`src/hdl/dsl_map.svh`:
```
// Purpose: Register offsets, reset values, field positions and timing for the status/load block
// Assumes: 8-bit register addresses and data, 125 MHz register clock
// Notes:   Definitions only
`ifndef DSL_MAP_SVH
`define DSL_MAP_SVH
`define DSL_ADDR_STATUS 8'hC2
`define DSL_ADDR_HW_LOAD 8'hD0
`define DSL_RST_STATUS 8'h04
`define DSL_RST_HW_LOAD 8'hFF
`define DSL_STATUS_W1C_MASK 8'h0E
`define DSL_BIT_UPD_ERR 3
`define DSL_BIT_RST_WARN 2
`define DSL_BIT_IF_ERR 1
`define DSL_CLK_PERIOD_PS 8000
`define DSL_UPD_GAP_PS 640000
// Least time rounds up to whole cycles
`define DSL_UPD_GAP_CYC ((`DSL_UPD_GAP_PS + `DSL_CLK_PERIOD_PS - 1) / `DSL_CLK_PERIOD_PS)
`define DSL_GAP_W 7
`define DSL_ZERO8 8'h00
`endif

```
`src/hdl/dsl_pkg.sv`:
```
// Purpose: Shared types for the status/load block
// Assumes: Eight channels
// Notes:   Constants live in dsl_map.svh
package dsl_pkg;
   typedef logic [7:0] dsl_byte_t;
   typedef logic [15:0] dsl_code_t;
   typedef enum logic [1:0]
   {
      DSL_GAP_IDLE = 2'b01,
      DSL_GAP_BUSY = 2'b10
   } dsl_gap_state_t;
endpackage

```
`src/hdl/dsl_load_if.sv`:
```
// Purpose: Carries the per-channel load request between top and load stage
// Assumes: One clock
// Notes:   None
`timescale 1ns/100ps
interface dsl_load_if;
   logic strobe;
   dsl_pkg::dsl_byte_t enable;
   dsl_pkg::dsl_byte_t update;
   modport ctrl (output strobe, output enable, input update);
   modport stage (input strobe, input enable, output update);
endinterface

```
`src/hdl/dsl_load_stage.sv`:
```
// Purpose: Moves pending channel codes to the outputs on a gated load strobe
// Assumes: Load strobe synchronous to clk_i
// Notes:   One update pulse per channel moved
`timescale 1ns/100ps
`include "dsl_map.svh"
module dsl_load_stage
(
   // Clock and reset
   input wire logic clk_i,
   input wire logic rst_i,
   // Control
   dsl_load_if.stage ld,
   // Channel codes
   input wire logic [127:0] pending_code_i,
   output logic [127:0] output_code_o
);
   // ****************************************************
   // Gated transfer
   // ****************************************************
   wire logic [7:0] take = ld.strobe ? ld.enable : `DSL_ZERO8;
   assign ld.update = take;

   always_ff @(posedge clk_i)
   begin
      if (rst_i)
         output_code_o <= '0;
      else
         for (int i = 0; i < 8; i++)
            if (take[i])
               output_code_o[i*16 +: 16] <= pending_code_i[i*16 +: 16];
   end
endmodule

```
`src/hdl/dsl_top.sv`:
```
// Purpose: Status flag register and hardware load enable mask of an eight-channel converter
// Assumes: Register port strobes synchronous to clk_i, one access per strobe
// Notes:   Read data is registered, valid one cycle after the read strobe
// How it works
// - Status register at 0xC2, resets to 0x04, bits 7:4 and 0 read zero.
// - Host reads flags; writing one clears a flag, zero leaves it.
// - Bit 3 sets when an update comes under 640 ns after the last.
// - Bit 2 sets on every reset and holds until cleared.
// - Bit 1 sets while any serial interface error flag is high.
// - Load mask at 0xD0, read/write, resets to 0xFF.
// - Mask bit n enables hardware load for channel n; zero disables it.
`timescale 1ns/100ps
`include "dsl_map.svh"
module dsl_top
(
   // Clock and reset
   input wire logic clk_i,
   input wire logic rst_i,
   // Register port
   input wire logic [7:0] reg_addr_i,
   input wire logic reg_wr_i,
   input wire logic reg_rd_i,
   input wire logic [7:0] reg_wdata_i,
   output logic [7:0] reg_rdata_o,
   // Event sources
   input wire logic [7:0] if_err_flags_i,
   input wire logic [7:0] chan_update_i,
   // Load pin and channel data
   input wire logic output_load_strobe_i,
   input wire logic [127:0] channel_code_register_i,
   output logic [127:0] output_code_o,
   output logic [7:0] hw_load_enable_chan_o
);
   // ****************************************************
   // Register state
   // ****************************************************
   // Flag, mask and read data registers
   logic [7:0] status_q;
   logic [7:0] status_d;
   logic [7:0] set_bits;
   logic [7:0] mask_q;
   logic [7:0] mask_d;
   logic [7:0] rdata_q;
   logic [7:0] rdata_d;
   // Update spacing counter
   logic [`DSL_GAP_W-1:0] gap_q;
   logic [`DSL_GAP_W-1:0] gap_d;
   dsl_pkg::dsl_gap_state_t gap_st_q;
   dsl_pkg::dsl_gap_state_t gap_st_d;
   // Link to the load stage
   dsl_load_if ld ();

   // ****************************************************
   // Helper functions
   // ****************************************************
   function automatic logic hit(input logic [7:0] a, input logic [7:0] ref_a);
      hit = (a == ref_a);
   endfunction

   // One flag bit; a set in the same cycle as its clear wins, so no event is lost
   function automatic logic flag_next(input logic cur, input logic clr_b, input logic set_b);
      flag_next = (cur & ~clr_b) | set_b;
   endfunction

   // ****************************************************
   // Address decode
   // ****************************************************
   wire logic sel_status = hit(reg_addr_i, `DSL_ADDR_STATUS);
   wire logic sel_mask = hit(reg_addr_i, `DSL_ADDR_HW_LOAD);
   wire logic wr_status = reg_wr_i & sel_status;
   wire logic wr_mask = reg_wr_i & sel_mask;
   wire logic rd_status = reg_rd_i & sel_status;
   wire logic rd_mask = reg_rd_i & sel_mask;

   // Writing zero leaves a flag alone; only the three flag bits can be cleared
   wire logic [7:0] clr_bits = wr_status ? (reg_wdata_i & `DSL_STATUS_W1C_MASK)
                                         : `DSL_ZERO8;

   // ****************************************************
   // Update events
   // ****************************************************
   // Register-side updates and hardware loads both count as output updates
   wire logic chan_upd = |chan_update_i;
   wire logic load_upd = |ld.update;
   wire logic any_update = chan_upd | load_upd;

   // ****************************************************
   // Update spacing
   // ****************************************************
   // gap_q counts cycles since the last update, from one; an update 80 cycles
   // on is legal, so the busy window ends after count 79
   wire logic gap_busy = (gap_st_q == dsl_pkg::DSL_GAP_BUSY);
   wire logic gap_last = (gap_q == `DSL_GAP_W'(`DSL_UPD_GAP_CYC - 1));
   wire logic upd_err = any_update & gap_busy;

   always_comb
   begin
      gap_st_d = gap_st_q;
      gap_d = gap_q;
      if (any_update)
      begin
         gap_st_d = dsl_pkg::DSL_GAP_BUSY;
         gap_d = `DSL_GAP_W'(1);
      end
      else
      begin
         case (gap_st_q)
            dsl_pkg::DSL_GAP_BUSY:
            begin
               gap_d = gap_q + `DSL_GAP_W'(1);
               if (gap_last)
                  gap_st_d = dsl_pkg::DSL_GAP_IDLE;
            end
            dsl_pkg::DSL_GAP_IDLE:
               gap_st_d = dsl_pkg::DSL_GAP_IDLE;
            default:
               gap_st_d = dsl_pkg::DSL_GAP_IDLE;
         endcase
      end
   end

   always_ff @(posedge clk_i)
   begin
      if (rst_i)
      begin
         gap_st_q <= dsl_pkg::DSL_GAP_IDLE;
         gap_q <= '0;
      end
      else
      begin
         gap_st_q <= gap_st_d;
         gap_q <= gap_d;
      end
   end

   // ****************************************************
   // Flag sources
   // ****************************************************
   // Interface errors are levels; the flag keeps being set while any stays high
   wire logic if_err_any = |if_err_flags_i;

   always_comb
   begin
      set_bits = `DSL_ZERO8;
      set_bits[`DSL_BIT_UPD_ERR] = upd_err;
      set_bits[`DSL_BIT_IF_ERR] = if_err_any;
   end

   // ****************************************************
   // Status flags
   // ****************************************************
   // The reset warning has no set source: only reset raises it
   always_comb
   begin
      status_d = `DSL_ZERO8;
      status_d[`DSL_BIT_UPD_ERR] = flag_next(status_q[`DSL_BIT_UPD_ERR],
                                             clr_bits[`DSL_BIT_UPD_ERR],
                                             set_bits[`DSL_BIT_UPD_ERR]);
      status_d[`DSL_BIT_RST_WARN] = flag_next(status_q[`DSL_BIT_RST_WARN],
                                              clr_bits[`DSL_BIT_RST_WARN],
                                              set_bits[`DSL_BIT_RST_WARN]);
      status_d[`DSL_BIT_IF_ERR] = flag_next(status_q[`DSL_BIT_IF_ERR],
                                            clr_bits[`DSL_BIT_IF_ERR],
                                            set_bits[`DSL_BIT_IF_ERR]);
   end

   always_ff @(posedge clk_i)
   begin
      if (rst_i)
         status_q <= `DSL_RST_STATUS;
      else
         status_q <= status_d;
   end

   // ****************************************************
   // Load mask
   // ****************************************************
   // A write takes effect on the next cycle
   assign mask_d = wr_mask ? reg_wdata_i : mask_q;

   always_ff @(posedge clk_i)
   begin
      if (rst_i)
         mask_q <= `DSL_RST_HW_LOAD;
      else
         mask_q <= mask_d;
   end

   // ****************************************************
   // Read path
   // ****************************************************
   // Unmapped addresses and reserved bits read as zero
   wire logic [7:0] rd_sel = rd_status ? status_q :
                             rd_mask ? mask_q : `DSL_ZERO8;
   assign rdata_d = reg_rd_i ? rd_sel : rdata_q;

   always_ff @(posedge clk_i)
   begin
      if (rst_i)
         rdata_q <= `DSL_ZERO8;
      else
         rdata_q <= rdata_d;
   end

   // ****************************************************
   // Outputs
   // ****************************************************
   assign reg_rdata_o = rdata_q;
   assign hw_load_enable_chan_o = mask_q;

   // ****************************************************
   // Hardware load
   // ****************************************************
   // Only channels enabled in the mask follow the load pin
   assign ld.strobe = output_load_strobe_i;
   assign ld.enable = mask_q;

   dsl_load_stage u_stage
   (
      .clk_i(clk_i),
      .rst_i(rst_i),
      .ld(ld),
      .pending_code_i(channel_code_register_i),
      .output_code_o(output_code_o)
   );
endmodule

```
`config.mk`:
```
export PLATFORM = sky130hd
export DESIGN_NAME = dsl_top
export DESIGN_NICKNAME = d
export VERILOG_FILES = /design/src/hdl/dsl_pkg.sv /design/src/hdl/dsl_load_if.sv /design/src/hdl/dsl_load_stage.sv /design/src/hdl/dsl_top.sv
export VERILOG_INCLUDE_DIRS = /design/src /design/src/hdl
export SDC_FILE = /design/constraint.sdc
export NUM_CORES = 1
export LEC_CHECK = 0
export ABC_CLOCK_PERIOD_IN_PS = 3440
export BUFFER_PORTS_ARGS = -buffer_cell sky130_fd_sc_hd__buf_2
export CAP_MARGIN = 20
export CORE_ASPECT_RATIO = 2
export CORE_MARGIN = 4
export CORE_UTILIZATION = 35
export CTS_CLUSTER_SIZE = 14
export DETAILED_ROUTE_END_ITERATION = 6
export PLACE_DENSITY = 0.63
export SYNTH_ARGS = -nofsm -noshare
export SYNTH_HDL_FRONTEND = slang
export SYNTH_SLANG_ARGS = --single-unit
```
`constraint.sdc`:
```
create_clock -name clk_i -period 3.44 [get_ports clk_i]
set_clock_uncertainty 0.2 [all_clocks]
set_input_delay 0.688 -clock clk_i [delete_from_list [all_inputs] [get_ports clk_i]]
set_output_delay 0.688 -clock clk_i [all_outputs]
set_load 0.02 [all_outputs]
```
-- After elaboration in Yosys (flattened, before gate mapping)
Cells that the tools add are included.
- bits in registers: 161
- bits of input ports: 165
- output and inout bits: 144
- word-level logic and storage cells: 49
- add/sub/neg operators: 1
- eq/ne operators: 5
- muxes and demuxes: 9
- bitwise operators: 14
- reductions and logical operators: 5
- operators by type and width (kind ; count):
    8-bit 2-to-1 mux ; 3
    8-bit OR reduction ; 3
    8-bit == test, second input constant ; 2
    1-bit bitwise AND ; 8
    7-bit by 1-bit adder with 7-bit output, second input constant ; 1
    7-bit == test, second input constant ; 1
    2-bit 2-to-1 mux ; 3
    4-bit 2-to-1 mux ; 1
    3-bit by 2-bit != test with 1-bit output, second input constant ; 1
    1-bit NOT ; 3
    1-bit OR ; 3
    2-bit == test, second input constant ; 1
    1-bit 2-to-1 mux ; 2
    2-bit nonzero test ; 1
    2-bit OR reduction ; 1

-- Depth between registers and ports, before layout
- depth in word-level cells: 6
- mapped depth: 6
- gate-level depth less buffers: 5

-- Hierarchy
From an unflattened synthesis, not the netlist that was laid out.
- cell total of the unflattened synthesis: 735
- area, all modules: 6930.4 µm²
- by module, submodules not included (module ; times used ; cells an instance ; area each (µm²) ; sequential area each (µm²)):
    dsl_load_stage ; 1 ; 595 ; 5617.9 ; 2562.5
    dsl_top ; 1 ; 140 ; 1312.5 ; 560.5

-- Worst setup path before layout
No wires, ideal clock.
- kind: input port to flip-flop
- start point: in reg_addr_i[0]
- end point: reg mask_q[0] (netlist: hw_load_enable_chan_o[0])
- setup time: 129 ps
- arrival: 1733 ps
- data required time: 3111 ps
- setup slack: 1378 ps
- cell stages on the path: 4
- buffers on the path: 0
- path through: nand4bb_4 -> nor4_4 -> mux2i_1 -> nand2_1
- longest elaborated chain between the ends: 2
- RTL lines (what ; line ; source):
    start: declaration ; dsl_top.sv:20 ; input wire logic [7:0] reg_addr_i,
    8-bit == test ; dsl_top.sv:57 ; hit = (a == ref_a);
    1-bit bitwise AND ; dsl_top.sv:71 ; wire logic wr_mask = reg_wr_i & sel_mask;
    end signal: assignment ; dsl_top.sv:184 ; mask_q <= `DSL_RST_HW_LOAD;
    end signal: assignment ; dsl_top.sv:186 ; mask_q <= mask_d;
    end: declaration ; dsl_top.sv:41 ; logic [7:0] mask_q;
No other way between the ends.
A chain may end at the register's enable or synchronous reset.

-- Final worst setup path
- start point: reg mask_q[5] (netlist: hw_load_enable_chan_o[5])
- end point: out hw_load_enable_chan_o[5]
- RTL lines (what ; line ; source):
    end: declaration ; dsl_top.sv:32 ; output logic [7:0] hw_load_enable_chan_o
No word-level cell between the ends.

==> metrics.csv <==
stage,metric,value,unit
clock_tree,worst_case_clock_buffer_depth,2,
sta,setup_violations,0,
pwr,power.total,4.54,mW
routing,drt_pre_antenna_iters,5,
floorplanning,std_cell_rows,65,
placed_design,place.detailed.instances,1167,
clock_tree,tritoncts,built,
worst_setup_path,worstPathBufferInverterCount,1,
logic_synthesis,synth.cell_area,0.00562,mm²
sta,timing.final.ws_setup,1440,ps
layout,fill_cells,1648,
global_route,global_route.overflow_total,0,
sta,finalHoldWorstSlack,250,ps
pwr,switching_share,0.248,
logic_synthesis,synthArstFlopShare,0,
status,status,completed,
logic_synthesis,synthDominantAreaCellType,dfxtp_1,
worst_setup_path,timing.critical_path.fanout_max,6,
clock_tree,ctsHoldBuffers,0,
clock_tree,insertion_delay,420,ps
layout,final_cell_count_no_fill,1199,
layout,finalNetCount,1151,
logic_synthesis,syn-instance-count,700,
sta,timing.fmax,500,MHz
floorplanning,initial_utilization,0.356,
global_route,initial_antenna_violation_count,3,
logic_synthesis,synth_warnings,0,
placed_design,dpl-instance-area,0.00726,mm²
floorplanning,io_pins,309,
sta,timing.setup.tns,0,ps
logic_synthesis,postSynthNetCount,866,
layout,post_route_utilization,0.502,
logic_synthesis,synth-edff-count,0,
floorplanning,die_w,97.6,µm
routing,drt_wl_total,18100,µm
routing,number_of_drc_markers_after_the_initial_detailed_route_iteration,143,
sta,fin_crit,2000,ps
clock_tree,root_buffer,clkbuf_16,
logic_synthesis,synthDistinctLibCells,31,
clock_tree,clk_transition_reported_paths,60,ps
placed_design,dp_slack,1110,ps
pwr,register_share_of_total_power,0.426,
logic_synthesis,synth-seq-cells,156,
layout,antenna_cells,0,
floorplanning,core_region_area,0.0158,mm²
pwr,p_comb_frac,0.109,
worst_setup_path,worstPathArrival,1110,ps
routing,wl_per_cell,15.1,µm
sta,hold_viol,0,
worst_setup_path,cpMaxStageDelayCell,dfxtp_1,
routing,number_of_remaining_drc_errors,0,
clock_tree,cts.repair_timing.setup_buffer_count,0,
sta,slew-limit-headroom,0.450,
sta,tightest_slew,825,ps
min_path,holdPathStages,2,
clock_tree,cts_repair_resize_count,0,
worst_setup_path,crit_path_end_kind,output pin,
pwr,vdd_drop_max,0.000345,V
run,drv.max_cap_violation_count,0,
global_route,grt_start_max_net_pins,78,
clock_tree,cts.sinks,156,
worst_setup_path,path_class,reg -> out,
logic_synthesis,netlist_top_cells_area,"dfxtp_1 (56%), nand2_1 (19%), a21oi_1 (12%), clkbuf_1 (2.8%), mux2i_1 (1.6%)",
worst_setup_path,critical_path_depth,1,
logic_synthesis,synth_top_cell_area_share,0.556,
global_route,grt.total_usage,0.194,
layout,syn_to_final_growth,41.1,%
placed_design,detailed_place_hpwl,13600,µm
worst_setup_path,worst_setup_path_start_kind,flip-flop,
logic_synthesis,ys_seq_area_frac,0.556,
worst_setup_path,reg2reg_depth,4,
sta,grt_setup_unrepaired,false,
pwr,p_int,3.42,mW
clock_tree,cts.htree.levels,4,
placed_design,port_buffers,308,
pwr,powerDensity,573,mW/mm²
routing,average_via_count_per_standard_cell,4.68,
placed_design,routabilityCongestion,0.770,
worst_setup_path,cp_data_required_time,2550,ps
logic_synthesis,synthMostInstantiatedCell,nand2_1,
logic_synthesis,synth_top_cells_by_count,"nand2_1 (277), dfxtp_1 (156), a21oi_1 (138)",
worst_setup_path,path_cells,buf_2,
layout,fin_area,0.00793,mm²
pwr,clock_power_frac,0.465,
worst_setup_path,max_stage_delay,460,ps
routing,antenna_violating_nets_post_route,0,
global_route,vias_in_the_first_global_route,5498,
layout,final_layout_size_suffix_gt1_frac,0.344,
min_path,timing.hold.worst.class,reg -> reg,
routing,num_vias,5609,
pwr,total_switching_power,1.13,mW
sta,drv_slew,0,
clock_tree,cts_made_buffers,17,
pwr,p_leak,3.76,nW
floorplanning,die_h,187,µm
logic_synthesis,ys_dominant_reg_cell,dfxtp_1,
global_route,grt_first_pass_wirelength,28700,µm
worst_setup_path,cpLargestDelayFamily,flip-flops,
sta,timing.final.crit_share,0.582,
floorplanning,design.die.area,0.0183,mm²
logic_synthesis,postSynthAreaPerCell,8.03,µm²
-- cells by family (layout without fill, tap and decap cells) --
logic type                 Yosys count  after routing  synth area share
adders and majority gates            1              1           0.00223
DFF                                156            156             0.556
xor gates and xnor gates             6              6           0.00935
buffers and inverters               47            345            0.0318
AOI/OAI and AO/OA                  148            148             0.136
and+or+nand+nor                    333            333             0.248
muxes                                9              9            0.0160
-- power groups by stage --
stage / Sequential [mW] / Clock [mW] / Combinational (mW)
floorplan: 2.08 / 0 / 0.170
CTS: 1.93 / 2.15 / 0.503
finish: 1.93 / 2.11 / 0.496
detailed placement: 1.97 / 0 / 0.502
global placement: 1.97 / 0 / 0.497
global route: 1.95 / 2.24 / 0.545
-- final cells by class --
type | count | area [µm²] | share of cell area
Clock buffer | 20 | 457 | 0.0576
Clock inverter | 12 | 208 | 0.0262
Inverter | 3 | 11.3 | 0.00142
Multi-Input combinational cell | 497 | 2320 | 0.292
Sequential cell | 156 | 3120 | 0.394
Tap cell | 201 | 251 | 0.0317
Timing Repair Buffer | 310 | 1560 | 0.197
-- cells in the final DEF (no fill, tap or decap), drive strengths merged, types with 2 or more instances in the layout --
cell and n:
clkinvlp 3, mux2i 9, nand2b 3, inv 6
a21o 2, xor2 3, or4 2, dfxtp 156
nor3 2, nor2b 8, a21oi 138, xnor2 3
bufinv 5, and2 8, nand3 4, nor2 13
a22o 3, nand2 277, nand4 3, and3 2
nand3b 3, o21ai 2, nor4 6, buf 310
clkbuf 20
-- state kept, by name, indices dropped and copies added (netlist names) --
| signal | count |
|---|---|
| hw_load_enable_chan_o | 8 |
| reg_rdata_o | 8 |
| gap_st_q | 2 |
| gap_q | 7 |
| u_stage.output_code_o | 128 |
| status_q | 3 |
-- final timing paths --
check | to | startpoint | slack (ps)
worst max-delay path | hw_load_enable_chan_o[5] | hw_load_enable_chan_o[5] | 1440
worst min-delay path | u_stage.output_code_o[34] | u_stage.output_code_o[34] | 250
worst max register to register | gap_q[1] | hw_load_enable_chan_o[3] | 1650
worst min register to register | u_stage.output_code_o[34] | u_stage.output_code_o[34] | 250
-- metal layers --
| layer | wire [µm] | GRT usage |
|---|---|---|
| met4 | 456 | 0.0784 |
| met2 | 9740 | 0.350 |
| met3 | 1180 | 0.0552 |
| met1 | 6720 | 0.212 |
| met5 | 41 | 0 |
(Power assumes the default switching activity.)
